[src/memboard_pkg.sv]
// Shared constants and types for the expansion memory board glue logic.
// Assumes a 40 MHz system clock; every bus input is synchronous to it.
package memboard_pkg;

   // Timing
   localparam int CLK_MHZ           = 40;
   localparam int MUX_DELAY_NS      = 30;
   localparam int CAS_DELAY_NS      = 70;
   localparam int REFRESH_PERIOD_NS = 15000;
   localparam int MUX_DELAY_CYC     = (MUX_DELAY_NS * CLK_MHZ + 999) / 1000;
   localparam int CAS_DELAY_CYC     = (CAS_DELAY_NS * CLK_MHZ + 999) / 1000;
   localparam int REFRESH_CYC       = (REFRESH_PERIOD_NS * CLK_MHZ) / 1000;
   localparam logic [2:0] MUX_DELAY_CNT = 3'(MUX_DELAY_CYC);
   localparam logic [2:0] CAS_DELAY_CNT = 3'(CAS_DELAY_CYC);
   localparam logic [9:0] REFRESH_LAST  = 10'(REFRESH_CYC - 1);
   localparam int WAIT_OSC_EDGES_DEF    = 3;

   // Memory window, in 64K pages of A19-A16
   localparam logic [3:0] BASE_PAGE_DMA    = 4'h0;
   localparam logic [3:0] BASE_PAGE_NO_DMA = 4'h4;
   localparam logic [3:0] BANKS_SMALL      = 4'h2;
   localparam logic [3:0] BANKS_LARGE      = 4'h4;

   // I/O map
   localparam logic [15:0] DMA_PAGE_UNUSED_OFS   = 16'h0080;
   localparam logic [15:0] DMA_PAGE_CH2_OFS      = 16'h0081;
   localparam logic [15:0] DMA_PAGE_CH3_OFS      = 16'h0082;
   localparam logic [15:0] DMA_PAGE_CH01_OFS     = 16'h0083;
   localparam logic [15:0] DMA_CTRL_OFS          = 16'h0000;
   localparam logic [15:0] DMA_CTRL_MASK         = 16'hfff0;
   localparam logic [15:0] DMA_PAGE_MASK         = 16'hfffc;
   localparam int          PAGE_WIDTH            = 4;
   localparam logic [3:0]  PAGE_RESET            = 4'h0;

   typedef enum logic [3:0] {
      SEQ_IDLE = 4'h1,
      SEQ_ROW  = 4'h2,
      SEQ_MUX  = 4'h4,
      SEQ_CAS  = 4'h8
   } seq_state_e;

endpackage

[src/mem_seq_if.sv]
// Carrier between the board decode logic and the DRAM strobe sequencer.
// Requests come from the decode side; strobes come back registered.
`timescale 1ns/1ps
interface mem_seq_if;
   logic       start;        // One-cycle cycle start
   logic       active;       // Memory command still asserted
   logic       refresh;      // Cycle is a refresh read
   logic       write;        // Cycle is a memory write
   logic       osc_rise;     // Bus oscillator rising edge seen
   logic [3:0] bank_onehot;  // Selected bank
   logic [3:0] row_n;        // Row strobes, active low
   logic       col_n;        // Column strobe, active low
   logic       mux_sel;      // Address multiplex control
   logic       wr_n;         // DRAM write control, active low

   modport ctrl (output start, active, refresh, write, osc_rise, bank_onehot,
                 input row_n, col_n, mux_sel, wr_n);
   modport seq  (input start, active, refresh, write, osc_rise, bank_onehot,
                 output row_n, col_n, mux_sel, wr_n);
endinterface

[src/dram_sequencer.sv]
// DRAM strobe sequencer: the clocked delay line of the board.
// Assumes start is a one-cycle pulse and active stays high until the command ends.
`timescale 1ns/1ps
module dram_sequencer (
   input  wire logic clk,      // 40 MHz
   input  wire logic sys_rst,  // Synchronous reset, active high
   mem_seq_if.seq    sq        // Request and strobe bundle
);

   typedef struct packed {
      memboard_pkg::seq_state_e state;
      logic [2:0]               cyc;
      logic                     osc_seen;
      logic                     refresh;
      logic [3:0]               row_n;
      logic                     col_n;
      logic                     mux;
      logic                     wr_n;
   } seq_s;

   localparam seq_s SEQ_RESET = '{state: memboard_pkg::SEQ_IDLE, row_n: 4'hf,
                                  col_n: 1'b1, wr_n: 1'b1, default: '0};

   if (memboard_pkg::CAS_DELAY_CYC > 7 || memboard_pkg::MUX_DELAY_CYC < 1)
      $error("Delay line counts do not fit the 3-bit stage counter");

   seq_s s_reg;
   seq_s s_next;

   always_comb begin
      s_next = s_reg;
      if (s_reg.cyc != 3'h7)
         s_next.cyc = s_reg.cyc + 3'h1;
      if (sq.osc_rise)
         s_next.osc_seen = 1'b1;
      unique case (s_reg.state)
         memboard_pkg::SEQ_IDLE: begin
            s_next.cyc      = '0;
            s_next.osc_seen = 1'b0;
            if (sq.start) begin
               s_next.refresh = sq.refresh;
               // All rows at once for refresh, else the decoded bank
               s_next.row_n   = sq.refresh ? 4'h0 : ~sq.bank_onehot;
               s_next.state   = memboard_pkg::SEQ_ROW;
            end
         end
         memboard_pkg::SEQ_ROW: begin
            // Refresh never leaves this stage, so mux and column stay idle
            if (!s_reg.refresh && s_reg.osc_seen && s_reg.cyc >= memboard_pkg::MUX_DELAY_CNT) begin
               s_next.mux      = 1'b1;
               s_next.wr_n     = ~sq.write;
               s_next.osc_seen = 1'b0;
               s_next.state    = memboard_pkg::SEQ_MUX;
            end
         end
         memboard_pkg::SEQ_MUX: begin
            // Next oscillator rising edge after the mux stage, at least CAS_DELAY_CNT cycles from the row strobe
            if (s_reg.osc_seen && s_reg.cyc >= memboard_pkg::CAS_DELAY_CNT) begin
               s_next.col_n = 1'b0;
               s_next.state = memboard_pkg::SEQ_CAS;
            end
         end
         memboard_pkg::SEQ_CAS: begin
            s_next.col_n = 1'b0;
         end
         default: s_next = SEQ_RESET;
      endcase
      // Everything drops with the command, ready for the next cycle
      if (s_reg.state != memboard_pkg::SEQ_IDLE && !sq.active)
         s_next = SEQ_RESET;
   end

   always_ff @(posedge clk) begin
      if (sys_rst)
         s_reg <= SEQ_RESET;
      else
         s_reg <= s_next;
   end

   assign sq.row_n   = s_reg.row_n;
   assign sq.col_n   = s_reg.col_n;
   assign sq.mux_sel = s_reg.mux;
   assign sq.wr_n    = s_reg.wr_n;

endmodule

[src/memory_board_dram_dma_glue.sv]
// Glue logic of a byte-wide expansion memory board with optional DMA support:
// bank decode, DRAM strobes, page registers, upper address latch, buffer
// enables, refresh request and DMA wait states.
// Assumes all bus inputs are synchronous to clk and the jumpers are static.
`timescale 1ns/1ps

// Functional notes
// - Size jumper fitted gives 256K of memory, absent gives 128K.
// - Base jumper fitted: no DMA, base 40000h; absent: DMA, base 00000h.
// - Strobe timing follows the 14.31818 MHz bus oscillator; the refresh timer counts clk.
// - Outside refresh, a memory command in the window drives exactly one row strobe, chosen by jumpers and A16-A19.
// - Delay line raises mux and write controls no sooner than 30ns, column no sooner than 70ns.
// - A memory read flagged as refresh asserts all four row strobes.
// - Refresh cycles keep the mux control and column strobe inactive.
// - DRAM address is A0-A7 normally, A8-A15 while mux is asserted.
// - Channels 1-3 use a request raised by the peripheral, channel 0 the refresh timer; each answered by acknowledge.
// - During DMA the controller drives A0-A15 and paired strobes in one cycle.
// - The DMA controller is selected by sixteen contiguous I/O addresses.
// - Page registers 080-083 take D0-D3 and drive A16-A19 during DMA.
// - Page 80 unused; 81 channel 2; 82 channel 3; 83 channels 0 and 1.
// - A 15 us pulse sets the refresh request; acknowledge clears it, marks refresh.
// - Channel 2 serves the floppy controller; channels 1 and 3 go to the bus.
// - The upper address byte is latched at the address strobe falling edge.
// - DMA address enable opens latch, address and command buffers only in DMA.
// - Data buffer enabled in DMA and for processor accesses to the board.
// - Ready is synchronised and one wait state added on DMA I/O strobes.
// - Without DMA fitted, page register accesses have no effect.
module memory_board_dram_dma_glue #(
   parameter int WAIT_OSC_EDGES = memboard_pkg::WAIT_OSC_EDGES_DEF
) (
   input  wire logic        clk,                    // 40 MHz system clock
   input  wire logic        sys_rst,                // Synchronous reset, active high
   input  wire logic        size_jumper,            // 1 = 256K fitted
   input  wire logic        base_jumper,            // 1 = no DMA, base 40000h
   input  wire logic        bus_oscillator,         // 14.31818 MHz bus oscillator level
   input  wire logic [19:0] bus_addr,               // Expansion bus address
   input  wire logic        memory_read_n,          // Memory read command
   input  wire logic        memory_write_n,         // Memory write command
   input  wire logic        io_read_n,              // I/O read command
   input  wire logic        io_write_n,             // I/O write command
   input  wire logic [7:0]  bus_data,               // Data lines, also DMA upper address
   input  wire logic [7:0]  dma_addr_lo,            // Controller address A0-A7
   input  wire logic        dma_upper_addr_strobe,  // Upper address on data lines when high
   input  wire logic        dma_addr_enable_n,      // Low during DMA cycles
   input  wire logic [3:0]  dma_cmd_n,              // Controller {iow, ior, memw, memr}
   input  wire logic [3:0]  dma_ack_n,              // Controller acknowledges 3..0
   input  wire logic        floppy_req,             // Floppy controller request
   input  wire logic [1:0]  bus_req,                // Bus requests for channels 3,1
   input  wire logic        ready_in,               // Bus ready
   output logic      [3:0]  row_strobe_n,           // DRAM row strobes
   output logic             col_strobe_n,           // DRAM column strobe
   output logic             dram_addr_mux_sel,      // High selects A8-A15
   output logic             dram_write_n,           // DRAM write control
   output logic      [7:0]  dram_addr,              // Multiplexed DRAM address
   output logic      [19:0] dma_addr_out,           // Buffered DMA address
   output logic             dma_addr_oe,            // Enable for address and command buffers
   output logic      [3:0]  bus_cmd_n,              // Buffered DMA command strobes
   output logic             data_buf_en_n,          // Board data buffer enable
   output logic             dma_ctrl_sel_n,         // DMA controller select
   output logic      [3:0]  dma_req,                // Requests to controller
   output logic             floppy_ack_n,           // Channel 2 acknowledge out
   output logic      [1:0]  bus_ack_n,              // Channel 3,1 acknowledges out
   output logic             dma_ready,              // Ready to controller
   output logic             refresh_cycle           // Current cycle is refresh
);

   if (WAIT_OSC_EDGES < 1 || WAIT_OSC_EDGES > 3)
      $error("WAIT_OSC_EDGES must lie in 1..3");

   localparam logic [1:0] WAIT_LOAD = 2'(WAIT_OSC_EDGES);

   typedef struct packed {
      logic                                 osc_prev;
      logic                                 mem_cmd_prev;
      logic                                 io_wr_prev;
      logic                                 io_rd_prev;
      logic                                 strobe_prev;
      logic [memboard_pkg::PAGE_WIDTH-1:0]  page_ch2;
      logic [memboard_pkg::PAGE_WIDTH-1:0]  page_ch3;
      logic [memboard_pkg::PAGE_WIDTH-1:0]  page_ch01;
      logic [7:0]                           upper_latch;
      logic                                 refresh_req;
      logic [9:0]                           refresh_cnt;
      logic [1:0]                           wait_cnt;
      logic [7:0]                           dram_addr;
      logic [19:0]                          dma_addr;
      logic                                 dma_addr_oe;
      logic [3:0]                           bus_cmd_n;
      logic                                 data_buf_en_n;
      logic                                 dma_ctrl_sel_n;
      logic [3:0]                           dma_req;
      logic                                 floppy_ack_n;
      logic [1:0]                           bus_ack_n;
      logic                                 dma_ready;
      logic                                 refresh_cycle;
   } glue_s;

   localparam glue_s GLUE_RESET = '{
      mem_cmd_prev:   1'b0,
      io_wr_prev:     1'b1,
      io_rd_prev:     1'b1,
      page_ch2:       memboard_pkg::PAGE_RESET,
      page_ch3:       memboard_pkg::PAGE_RESET,
      page_ch01:      memboard_pkg::PAGE_RESET,
      bus_cmd_n:      4'hf,
      data_buf_en_n:  1'b1,
      dma_ctrl_sel_n: 1'b1,
      floppy_ack_n:   1'b1,
      bus_ack_n:      2'h3,
      default:        '0
   };

   // Address matches an I/O block under a mask
   function automatic logic io_match(input logic [15:0] a,
                                     input logic [15:0] ofs,
                                     input logic [15:0] mask);
      io_match = (a & mask) == (ofs & mask);
   endfunction

   // Bank index relative to the configured base, valid when inside the window
   function automatic logic [4:0] bank_decode(input logic [3:0] page,
                                              input logic       size_big,
                                              input logic       no_dma);
      logic [3:0] base;
      logic [3:0] rel;
      logic [3:0] banks;
      base  = no_dma ? memboard_pkg::BASE_PAGE_NO_DMA : memboard_pkg::BASE_PAGE_DMA;
      banks = size_big ? memboard_pkg::BANKS_LARGE : memboard_pkg::BANKS_SMALL;
      rel   = page - base;
      bank_decode = {(page >= base) && (rel < banks), rel};
   endfunction

   glue_s g_reg;
   glue_s g_next;

   mem_seq_if seq_bus ();

   logic       dma_fitted;
   logic       dma_cycle;
   logic       cpu_cycle;
   logic       mem_cmd;
   logic       refresh_rd;
   logic [4:0] bank_info;
   logic       in_range;
   logic       io_cmd;
   logic       page_hit;
   logic       ctrl_hit;
   logic [3:0] page_sel;

   always_comb begin
      dma_fitted = !base_jumper;
      dma_cycle  = !dma_addr_enable_n;
      cpu_cycle  = !dma_cycle;
      mem_cmd    = !memory_read_n || !memory_write_n;
      // Refresh is a memory read while channel 0 is acknowledged
      refresh_rd = !memory_read_n && !dma_ack_n[0] && dma_fitted;
      bank_info  = bank_decode(bus_addr[19:16], size_jumper, base_jumper);
      in_range   = bank_info[4];
      io_cmd     = !io_read_n || !io_write_n;
      page_hit   = dma_fitted && cpu_cycle
                   && io_match(bus_addr[15:0], memboard_pkg::DMA_PAGE_UNUSED_OFS,
                               memboard_pkg::DMA_PAGE_MASK);
      ctrl_hit   = dma_fitted && cpu_cycle
                   && io_match(bus_addr[15:0], memboard_pkg::DMA_CTRL_OFS,
                               memboard_pkg::DMA_CTRL_MASK);
      // Channel page in use: 83 for channels 0/1, 81 for 2, 82 for 3
      if (!dma_ack_n[2])
         page_sel = g_reg.page_ch2;
      else if (!dma_ack_n[3])
         page_sel = g_reg.page_ch3;
      else
         page_sel = g_reg.page_ch01;
   end

   // Requests to the sequencer
   always_comb begin
      seq_bus.start       = mem_cmd && !g_reg.mem_cmd_prev
                            && (in_range || refresh_rd);
      seq_bus.active      = mem_cmd;
      seq_bus.refresh     = refresh_rd;
      seq_bus.write       = !memory_write_n;
      seq_bus.osc_rise    = bus_oscillator && !g_reg.osc_prev;
      seq_bus.bank_onehot = 4'h1 << bank_info[1:0];
   end

   dram_sequencer u_seq (
      .clk     (clk),
      .sys_rst (sys_rst),
      .sq      (seq_bus.seq)
   );

   always_comb begin
      g_next              = g_reg;
      g_next.osc_prev     = bus_oscillator;
      g_next.mem_cmd_prev = mem_cmd;
      g_next.io_wr_prev   = io_write_n;
      g_next.io_rd_prev   = io_read_n;
      g_next.strobe_prev  = dma_upper_addr_strobe;

      // Row address by default, column byte once the mux control is up
      g_next.dram_addr = seq_bus.mux_sel ? bus_addr[15:8] : bus_addr[7:0];

      // Page registers take the data at the trailing edge of the write,
      // while address and data are still held by the processor
      if (g_reg.io_wr_prev == 1'b0 && io_write_n && page_hit) begin
         unique case (bus_addr[1:0])
            2'h1: g_next.page_ch2  = bus_data[3:0];
            2'h2: g_next.page_ch3  = bus_data[3:0];
            2'h3: g_next.page_ch01 = bus_data[3:0];
            2'h0: ;
         endcase
      end

      // Upper address byte from the shared data lines
      if (g_reg.strobe_prev && !dma_upper_addr_strobe)
         g_next.upper_latch = bus_data;

      // Buffered DMA address and strobe pairs, opened only in DMA
      g_next.dma_addr    = {page_sel, g_reg.upper_latch, dma_addr_lo};
      g_next.dma_addr_oe = dma_cycle && dma_fitted;
      g_next.bus_cmd_n   = (dma_cycle && dma_fitted) ? dma_cmd_n : 4'hf;

      // Data buffer: DMA, in-range memory, or board I/O
      g_next.data_buf_en_n = !((dma_cycle && dma_fitted)
                               || (cpu_cycle && mem_cmd && in_range)
                               || (io_cmd && (page_hit || ctrl_hit)));
      g_next.dma_ctrl_sel_n = !(ctrl_hit && io_cmd);

      // Refresh timer: set wins over the acknowledge clearing it
      if (g_reg.refresh_cnt == memboard_pkg::REFRESH_LAST)
         g_next.refresh_cnt = '0;
      else
         g_next.refresh_cnt = g_reg.refresh_cnt + 10'h1;
      if (!dma_ack_n[0])
         g_next.refresh_req = 1'b0;
      if (g_reg.refresh_cnt == memboard_pkg::REFRESH_LAST)
         g_next.refresh_req = 1'b1;
      g_next.refresh_cycle = !dma_ack_n[0] && dma_fitted;

      // Request routing: refresh, floppy, two uncommitted bus channels
      g_next.dma_req = dma_fitted
                       ? {bus_req[1], floppy_req, bus_req[0], g_reg.refresh_req}
                       : 4'h0;
      g_next.floppy_ack_n = dma_ack_n[2] || !dma_fitted;
      g_next.bus_ack_n    = dma_fitted ? {dma_ack_n[3], dma_ack_n[1]} : 2'h3;

      // One processor clock of wait on each DMA I/O strobe
      if (dma_cycle && ((g_reg.io_rd_prev && !io_read_n) || (g_reg.io_wr_prev && !io_write_n)))
         g_next.wait_cnt = WAIT_LOAD;
      else if (seq_bus.osc_rise && g_reg.wait_cnt != 2'h0)
         g_next.wait_cnt = g_reg.wait_cnt - 2'h1;
      // Ready is resampled here so the controller sees it on its own clock
      g_next.dma_ready = ready_in && (g_next.wait_cnt == 2'h0);
   end

   always_ff @(posedge clk) begin
      if (sys_rst)
         g_reg <= GLUE_RESET;
      else
         g_reg <= g_next;
   end

   // Strobes come from the sequencer's own flip-flops
   assign row_strobe_n      = seq_bus.row_n;
   assign col_strobe_n      = seq_bus.col_n;
   assign dram_addr_mux_sel = seq_bus.mux_sel;
   assign dram_write_n      = seq_bus.wr_n;
   assign dram_addr         = g_reg.dram_addr;
   assign dma_addr_out      = g_reg.dma_addr;
   assign dma_addr_oe       = g_reg.dma_addr_oe;
   assign bus_cmd_n         = g_reg.bus_cmd_n;
   assign data_buf_en_n     = g_reg.data_buf_en_n;
   assign dma_ctrl_sel_n    = g_reg.dma_ctrl_sel_n;
   assign dma_req           = g_reg.dma_req;
   assign floppy_ack_n      = g_reg.floppy_ack_n;
   assign bus_ack_n         = g_reg.bus_ack_n;
   assign dma_ready         = g_reg.dma_ready;
   assign refresh_cycle     = g_reg.refresh_cycle;

endmodule

[config.mk]
export PLATFORM = sky130hd
export DESIGN_NAME = memory_board_dram_dma_glue
export DESIGN_NICKNAME = d
export VERILOG_FILES = /design/src/memboard_pkg.sv /design/src/mem_seq_if.sv /design/src/dram_sequencer.sv /design/src/memory_board_dram_dma_glue.sv
export SDC_FILE = /design/constraint.sdc
export NUM_CORES = 1
export LEC_CHECK = 0
export BUFFER_PORTS_ARGS = -buffer_cell sky130_fd_sc_hd__buf_4
export CORE_MARGIN = 2
export CORE_UTILIZATION = 56
export DETAILED_ROUTE_END_ITERATION = 12
export PLACE_DENSITY = 0.84
export SYNTH_ARGS = -nofsm -noshare
export SYNTH_HDL_FRONTEND = slang
export SYNTH_SLANG_ARGS = --single-unit
[constraint.sdc]
create_clock -name clk -period 2.6 [get_ports clk]
set_input_delay 0.13 -clock clk [delete_from_list [all_inputs] [get_ports clk]]
set_output_delay 0.13 -clock clk [all_outputs]
set_load 0.02 [all_outputs]
==> flow_summary.json, run 1 <==
{
  "routed_wl_um": 9270,
  "ys_ff_latch": 98,
  "drv_cap": 0,
  "yosys.area.top_type": "dfxtp_1",
  "synth_fp_nets": 506,
  "grt_pass1_wl_um": 15500,
  "synth_top_area_share_pct": 47.5,
  "worst-r2r-cell-count": 7,
  "ys_seq_area_share_pct": 47.5,
  "grt_pass1_vias": 3316,
  "cts_hold_buf": 21,
  "antenna_left": 0,
  "hpwl_um": 6390,
  "die_area_um2": 8070,
  "finalCritPeriodShare_pct": 74.7,
  "antenna_found_initial": 0,
  "post-route-util_pct": 71.0,
  "synthTopCellsByArea": "dfxtp_1, buf_4, mux2i_1, nor2_1, nor2b_1",
  "syn_to_final_growth_pct": 23.5,
  "reg2reg_from": "u_seq.s_reg[9]",
  "whs_endpoint": "g_next[31]",
  "rsz0062_at_grt": "false",
  "rows": 31,
  "grt_max_degree": 70,
  "power.leakage_nw": 2.13,
  "slew_headroom_pct": 54.9,
  "core_area_um2": 7180,
  "num_vias": 3248,
  "die_width_um": 89.9,
  "syn_inst": 439,
  "drive_above_1_share_pct": 25.5,
  "portBuffers": 109,
  "setup-tns-final_ns": 0,
  "htree_num_levels": 3,
  "tightest_slew_ns": 0.676,
  "synth_cell_types": 52,
  "clock_skew_ns": 0.0111,
  "drv_slew": 0,
  "synth_area_per_cell_um2": 9.40,
  "min_period_ns": 1.94,
  "dieHeight_um": 89.9,
  "max_freq_ghz": 0.515,
  "holdPathStages": 3,
  "crit_type": "input port to flop",
  "cts_made_buffers": 9,
  "fillerInstances": 502,
  "post_cts_buffers": 0,
  "r2r_slack_ns": 0.71,
  "clk_pin_slew_ns": 0.10,
  "ctsRootBufferMaster": "clkbuf_8",
  "diodes": 0,
  "cts_sinks": 98,
  "io_pins": 110,
  "place_area_um2": 4680,
  "setup_viol": 0,
  "synth_warnings": 0,
  "vdd_drop_max_mv": 0.341,
  "required_ns": 2.82,
  "cts-resized-gates": 0,
  "start_util_pct": 57.5,
  "hp-class": "input port to flop",
  "drt-pass1-iter-count": 4,
  "cts_tree": "built",
  "grt-ovfl-total": 0,
  "design_area_um2": 5100,
  "routabilityCongestion": 0.915,
  "ys.flop_type": "dfxtp_1",
  "hold_start": "bus_data[7]",
  "drc": 0,
  "cts_max_path_buffers": 2,
  "worst_setup_path_end_kind": "flop",
  "clk_latency_ns": 0.35,
  "status": "finished, final reports clean",
  "synth-edff-count": 0,
  "path_max_fanout": 4,
  "synth.cell_area_um2": 4130,
  "synth_common_cells": "dfxtp_1, nor2_1, buf_4",
  "largest_reg_flops": 30,
  "via_per_inst": 5.20,
  "wire_per_inst_um": 14.8,
  "p_total_mw": 3.29,
  "grt_usage_pct": 23.5,
  "crit_arrival_ns": 2.16,
  "synthArstFlopShare_pct": 0,
  "crit_path_start_kind": "input port",
  "final_nets": 588,
  "hold_viol": 0,
  "yosysMostFrequentCell": "dfxtp_1",
  "rr_endpoint": "u_seq.s_reg[13]",
  "drtIter0Drc": 163,
  "p_per_area_nw_per_um2": 646
}
-- area by class of cell --
type	instances	area [µm²]	share of cell area (%)
inverter	18	67.6	1.33
tap	99	124	2.43
clock buffer	10	128	2.50
clock inverter	6	72.6	1.42
multi-input combinational	263	1700	33.4
timing repair buffer	131	1040	20.4
sequential	98	1960	38.5
-- worst max-delay path, cell delays in order --
cell,delay (ns)
dlygate4sd3_1,0.54
buf_4,0.13
nor4b_1,0.35
nand4_1,0.28
nor4_4,0.41
mux2i_1,0.26
nor2_1,0.05
-- layer usage --
metal  vias up  track usage (%)  share of wire (%)
met5         -                0                  0
met4         0             9.36                2.9
met3        26             5.45                5.3
met2       114             41.7                 50
met1      1510             27.4                 41
li1       1598                -                  -
-- placed cells by master (no fill, tap or decap), drive strengths merged, types with 5 or more instances in the layout --
cell type,count
a211oi,7
a21oi,21
and2,5
buf,109
clkbuf,10
dfxtp,98
dlygate4sd3,22
ha,8
inv,21
mux2i,25
nand2,29
nand2b,6
nand3,11
nor2,51
nor2b,19
nor4,5
o21ai,8
or3,11
xor2,8
-- metrics by stage --
stage | setup WS [ns] | std cells | hold WS (ns)
6_report | 0.658 | 625 | 0.0208
5_1_grt | 0.485 | 625 | 0.0000686
4_1_cts | 0.662 | 624 | 0.00427
3_5_place_dp | 0.542 | 587 | 0.325
3_3_place_gp | 0.665 | 587 | 0.313
2_1_floorplan | 0.843 | 439 | 0.202
-- how the worst max path moves through the flow --
stage	end	from	cells after the start
after floorplan	u_seq.sq.row_n[0]	u_seq.s_reg[14]	5
after global placement	u_seq.sq.row_n[2]	base_jumper	9
after detailed placement	u_seq.sq.row_n[3]	base_jumper	9
after CTS	g_reg[66]	io_write_n	7
after global routing	g_reg[66]	dma_addr_enable_n	7
final	g_reg[66]	io_write_n	7
-- power by group --
group | internal, mW | switching, mW | leakage [nW] | total [mW]
Sequential | 1.59 | 0.0764 | 0.802 | 1.67
Clock | 0.458 | 0.526 | 0.0979 | 0.983
Combinational | 0.296 | 0.340 | 1.23 | 0.636
Total | 2.35 | 0.942 | 2.13 | 3.29
-- kinds of logic after synthesis --
logic type                 share of synthesized area, %
AOI/OAI and AO/OA                                  9.28
xor gates and xnor gates                           2.33
adders and majority gates                          2.43
buffers and inverters                              11.2
DFF                                                47.5
muxes                                              6.06
and+or+nand+nor                                    21.2
Power figures use the tool's default switching activity.
==> run 2: changes to the inputs <==
--- a/config.mk
+++ b/config.mk
@@ -7,9 +7,9 @@
 export LEC_CHECK = 0
 export BUFFER_PORTS_ARGS = -buffer_cell sky130_fd_sc_hd__buf_4
 export CORE_MARGIN = 2
-export CORE_UTILIZATION = 56
+export CORE_UTILIZATION = 52
 export DETAILED_ROUTE_END_ITERATION = 12
-export PLACE_DENSITY = 0.84
+export PLACE_DENSITY = 0.79
 export SYNTH_ARGS = -nofsm -noshare
 export SYNTH_HDL_FRONTEND = slang
 export SYNTH_SLANG_ARGS = --single-unit
==> constraint.sdc (replaced) <==
create_clock -name clk -period 1.85 [get_ports clk]
set_input_delay 0.0925 -clock clk [delete_from_list [all_inputs] [get_ports clk]]
set_output_delay 0.0925 -clock clk [all_outputs]
set_load 0.02 [all_outputs]
==> run 2 against run 1 <==
  * The run now ends with negative setup slack left
  * Global-route usage down 0.26 points
  * Final cell count grew 7.7%
  * Count of clock-buffer cells in the layout fell by 1
  * Largest cell class unchanged
  * Largest power group unchanged
  * Highest routed layer unchanged
==> flow_summary.json, run 2 (synthesis results as in run 1) <==
{
  "status": "complete, but fails checks",
  "violations": "negative setup slack",
  "post-route-util_pct": 72.0,
  "setup_viol": 12,
  "num_vias": 3439,
  "diodes": 0,
  "ctsRootBufferMaster": "clkbuf_8",
  "cts_made_buffers": 9,
  "via_per_inst": 5.11,
  "grt_max_degree": 44,
  "clock_skew_ns": 0.0125,
  "required_ns": 2.09,
  "cp-startpoint": "bus_addr[10]",
  "drc": 0,
  "slew_headroom_pct": 55.4,
  "drv_slew": 0,
  "crit_path_top_delay_cell": "dlygate4sd3_1",
  "drt-pass1-iter-count": 4,
  "portBuffers": 109,
  "clk_pin_slew_ns": 0.10,
  "largest_reg_flops": 30,
  "final_common_cell": "buf_4",
  "worst_setup_path_end_kind": "flop",
  "post_cts_buffers": 0,
  "cp_common_cell": "buf_4",
  "final_cell_mix": "buf_4, dfxtp_1, nor2_1, dlygate4sd3_1, nand2_1",
  "worst_slack_ns": -0.102,
  "vdd_drop_max_mv": 0.487,
  "cts_max_path_buffers": 2,
  "tightest_slew_ns": 0.668,
  "min_period_ns": 1.95,
  "finalCritPeriodShare_pct": 106,
  "die_area_um2": 8670,
  "crit_path_cell_trace": "dlygate4sd3_1 -> buf_4 -> nor4_1 -> nand2_2 -> nor4_4 -> buf_4 -> mux2i_1 -> nor2_1",
  "htree_num_levels": 3,
  "slowest_delay_ns": 0.56,
  "grt_pass1_wl_um": 15900,
  "power.leakage_nw": 2.35,
  "start_util_pct": 53.4,
  "core_area_um2": 7730,
  "final_nets": 633,
  "cts_tree": "built",
  "p_sw_mw": 1.45,
  "cts_sinks": 98,
  "p_per_area_nw_per_um2": 881,
  "routed_wl_um": 10000,
  "crit_arrival_ns": 2.19,
  "clk_latency_ns": 0.36,
  "hpwl_um": 6550,
  "hold_start": "dma_addr_enable_n",
  "io_pins": 110,
  "path_max_fanout": 4,
  "pre_cts_ws_ns": -0.116,
  "drv_cap": 0,
  "drtIter0Drc": 148,
  "antenna_left": 0,
  "wire_per_inst_um": 14.9,
  "grt-ovfl-total": 0,
  "dieHeight_um": 93.1,
  "die_width_um": 93.1,
  "grt_usage_pct": 23.2,
  "rows": 32,
  "hold_viol": 0,
  "intPower_mw": 3.45,
  "p_sw_share_pct": 29.6,
  "pwr-share-seq_pct": 47.8,
  "max_freq_ghz": 0.512,
  "crit_type": "input port to flop",
  "reg2reg_from": "u_seq.sq.mux_sel",
  "syn_to_final_growth_pct": 34.7,
  "routabilityCongestion": 0.883,
  "hp-class": "input port to flop",
  "comb_power_share_pct": 21.9,
  "grt_pass1_vias": 3491,
  "clockPowerShare_pct": 30.3,
  "antenna_found_initial": 0,
  "crit_path_start_kind": "input port",
  "drive_above_1_share_pct": 28.7
}
## run 2: changes by cell type in the layout (fill, tap and decap cells not counted), sizes merged
cell / change
inv: -1
buf: +20
dlygate4sd3: +25
clkinv: +2
clkbuf: -1
## run 2: repair_timing
item / in CTS / in global routing
setup endpoints to repair: 0 / 17
endpoints found under the hold margin: 49 / 1
hold buffers: 46 / 1
resized for setup: 0 / 10
## run 2: worst paths after layout
check,end,slack (ns),cells after the start
hold reg to reg,g_reg[46],0.45,1
setup / recovery,g_reg[75],-0.10,8
setup reg to reg,dram_addr[5],0.08,3
hold / removal,dma_addr_oe,0.04,3
## run 2: power groups by stage
stage	clock network (mW)	registers, mW	logic (mW)
6_report	1.49	2.34	1.07
5_1_grt	1.60	2.36	1.18
4_1_cts	1.50	2.33	1.03
3_5_place_dp	0	2.38	0.949
3_3_place_gp	0	2.37	0.920
2_1_floorplan	0	2.36	0.634
## run 2: per-stage QoR
step	hold WS (ns)	total power, mW	area (µm²)	instances	TNS [ns]
after detailed placement	0.278	3.33	4830	610	-0.438
final	0.0373	4.90	5560	673	-0.794
after CTS	0.00277	4.86	5510	672	0
after global routing	0.0301	5.13	5560	673	-1.01
after floorplan	0.165	2.99	4130	439	0
after global placement	0.270	3.29	4830	610	-0.0349
## run 2: final cells by class
cell class,instances,area [µm²]
Timing Repair Buffer,176,1440
Fill cell,528,2170
Multi-Input combinational cell,263,1740
Clock inverter,7,98.8
Sequential cell,98,1960
Inverter,18,67.6
Tap cell,102,128
Clock buffer,9,124
## run 2: routing by layer
metal  wire [µm]  vias to the layer above  global-route usage [%]
li1            -                     1695                       -
met1        3960                     1629                    26.3
met2        5480                      101                    43.5
met3         462                       14                    4.75
met4         138                        0                    7.48
met5           0                        -                       0
## run 2: critical path: cells and delay by family
kind	cells	cell delay (ns)
and+or+nand+nor	4	0.97
buffers and inverters	3	0.90
muxes	1	0.22
==> run 3: changes to the inputs <==
--- a/config.mk
+++ b/config.mk
@@ -5,6 +5,7 @@
 export SDC_FILE = /design/constraint.sdc
 export NUM_CORES = 1
 export LEC_CHECK = 0
+export ABC_AREA = 1
 export BUFFER_PORTS_ARGS = -buffer_cell sky130_fd_sc_hd__buf_4
 export CORE_MARGIN = 2
 export CORE_UTILIZATION = 52
==> run 3 against run 2 <==
  * The flow finishes with violations (design-rule violations)
  * Die area increased by 0.58%
  * Global-route usage decreased by 1.2 points
  * Final cell count increased by 10%
  * Critical path depth unchanged
  * Wire length decreased by 7.2%
  * Highest routed layer unchanged
==> flow_summary.json, run 3 <==
{
  "synth_area_per_cell_um2": 7.79,
  "min_period_ns": 1.61,
  "setup_viol": 0,
  "synth_warnings": 0,
  "dieHeight_um": 93.4,
  "path_max_fanout": 4,
  "clock_skew_ns": 0.0123,
  "rsz0062_at_grt": "false",
  "hpwl_um": 6390,
  "io_pins": 110,
  "crit_type": "flop to flop",
  "routabilityCongestion": 0.868,
  "final_cell_mix": "buf_4, dfxtp_1, nand2_1, inv_1, nor2_1",
  "wire_per_inst_um": 12.5,
  "synth.cell_area_um2": 4150,
  "synthTopCellsByArea": "dfxtp_1, buf_4, nand2_1, inv_1, nor2_1",
  "slew_headroom_pct": 68.5,
  "synth_fp_nets": 600,
  "hold_start": "bus_data[5]",
  "final_cells": 743,
  "cts_made_buffers": 9,
  "required_ns": 2.11,
  "synth_top_area_share_pct": 47.2,
  "start_util_pct": 53.7,
  "worst-r2r-cell-count": 8,
  "grt_max_degree": 37,
  "max_freq_ghz": 0.619,
  "clk_latency_ns": 0.37,
  "grt_usage_pct": 22.1,
  "synth_common_cells": "dfxtp_1, nand2_1, inv_1",
  "antenna_left": 0,
  "p_per_area_nw_per_um2": 914,
  "holdPathStages": 3,
  "largest_reg_flops": 30,
  "final_common_cell": "buf_4",
  "tightest_slew_ns": 0.472,
  "die_area_um2": 8720,
  "synth-edff-count": 0,
  "worst_slack_ns": 0.235,
  "syn_to_final_growth_pct": 26.6,
  "ys_seq_area_share_pct": 47.2,
  "dp.cells": 695,
  "cts_max_path_buffers": 2,
  "grt_pass1_vias": 3616,
  "drc": 2,
  "htree_num_levels": 3,
  "hold_viol": 0,
  "num_vias": 3606,
  "ys.flop_type": "dfxtp_1",
  "status": "complete, but fails checks",
  "hp-class": "input port to flop",
  "design_area_um2": 5260,
  "post_cts_buffers": 0,
  "yosys.area.top_type": "dfxtp_1",
  "cts_tree": "built",
  "yosysMostFrequentCell": "dfxtp_1",
  "violations": "design-rule violations",
  "synthArstFlopShare_pct": 0,
  "antenna_found_initial": 0,
  "setup-tns-final_ns": 0,
  "ys_ff_latch": 98,
  "routed_wl_um": 9320,
  "crit_path_start_kind": "flop",
  "drt-pass1-iter-count": 9,
  "syn_inst": 533,
  "rr_endpoint": "u_seq.s_reg[15]",
  "core_area_um2": 7730,
  "crit_arrival_ns": 1.88,
  "synth_cell_types": 34,
  "ctsRootBufferMaster": "clkbuf_8",
  "place_area_um2": 4750,
  "die_width_um": 93.4,
  "final_nets": 703,
  "grt-ovfl-total": 0,
  "clk_pin_slew_ns": 0.09,
  "whs_endpoint": "g_next[29]",
  "drtIter0Drc": 89,
  "finalCritPeriodShare_pct": 87.3,
  "p_total_mw": 4.81,
  "vdd_drop_max_mv": 0.417,
  "via_per_inst": 4.85,
  "drv_slew": 0,
  "drive_above_1_share_pct": 24.3,
  "grt_pass1_wl_um": 15400,
  "cts_sinks": 98,
  "drv_cap": 0,
  "rows": 32,
  "diodes": 0,
  "portBuffers": 109,
  "pre_cts_ws_ns": 0.150,
  "r2r_slack_ns": 0.24,
  "reg2reg_from": "u_seq.s_reg[9]",
  "worst_setup_path_end_kind": "flop",
  "power.leakage_nw": 2.47
}
run 3: repair_timing:
action | 4_1_cts | 5_1_grt
endpoints found under the hold margin | 30 | 0
resized for setup | 0 | 2
endpoints found under the setup margin | 0 | 1
hold buffers | 32 | 0
run 3: critical path, cell delays in order, from the launching register on:
cell	delay, ns
dfxtp_1	0.35
ha_1	0.23
ha_1	0.18
nor2_1	0.08
nand2_1	0.06
a21oi_1	0.28
nor2_1	0.13
a21oi_1	0.16
nor2_1	0.06
run 3: kinds of logic after synthesis:
kind of cell	synth area share (%)
AND/OR/NAND/NOR	24.1
multiplexers	0.241
flip-flops	47.2
buffers and inverters	16.0
AO/OA/AOI/OAI	9.76
adder cells (fa/ha/maj)	2.41
XOR/XNOR	0.211
run 3: metrics by stage:
step | hold slack [ns] | util [%]
6_report | 0.00990 | 68.0
5_1_grt | 0.0184 | 68.0
4_1_cts | 0.00649 | 68.0
3_5_place_dp | 0.274 | 61.5
3_3_place_gp | 0.274 | 61.5
2_1_floorplan | 0.165 | -
run 3: how the worst max path moves through the flow:
stage / startpoint / to / slack, ns / cells past startpoint
2_1_floorplan: bus_addr[18] / u_seq.sq.row_n[0] / 0.41 / 14
3_3_place_gp: base_jumper / u_seq.sq.row_n[2] / 0.22 / 14
3_5_place_dp: base_jumper / u_seq.sq.row_n[1] / 0.15 / 14
4_1_cts: u_seq.sq.mux_sel / dram_addr[2] / 0.19 / 4
5_1_grt: u_seq.s_reg[9] / u_seq.s_reg[15] / 0.09 / 8
6_report: u_seq.s_reg[9] / u_seq.s_reg[15] / 0.24 / 8
run 3: final cells by class:
| type | instances | area (µm²) |
|---|---|---|
| clock buffer | 10 | 138 |
| clock inverter | 6 | 40.0 |
| fill | 611 | 2470 |
| inverter | 80 | 309 |
| multi-input combinational | 304 | 1530 |
| sequential | 98 | 1960 |
| tap | 102 | 128 |
| timing repair buffer | 143 | 1150 |
run 3: routing by layer:
metal	track usage, %	wire, µm
met5	0	0
met4	9.31	203
met3	4.43	512
met2	40.9	4830
met1	24.3	3780
run 3: where the power goes:
part           internal [mW]  switching (mW)  total (mW)
logic                  0.488           0.689        1.18
registers               2.27          0.0943        2.37
clock network          0.526           0.738        1.26
total                   3.29            1.52        4.81
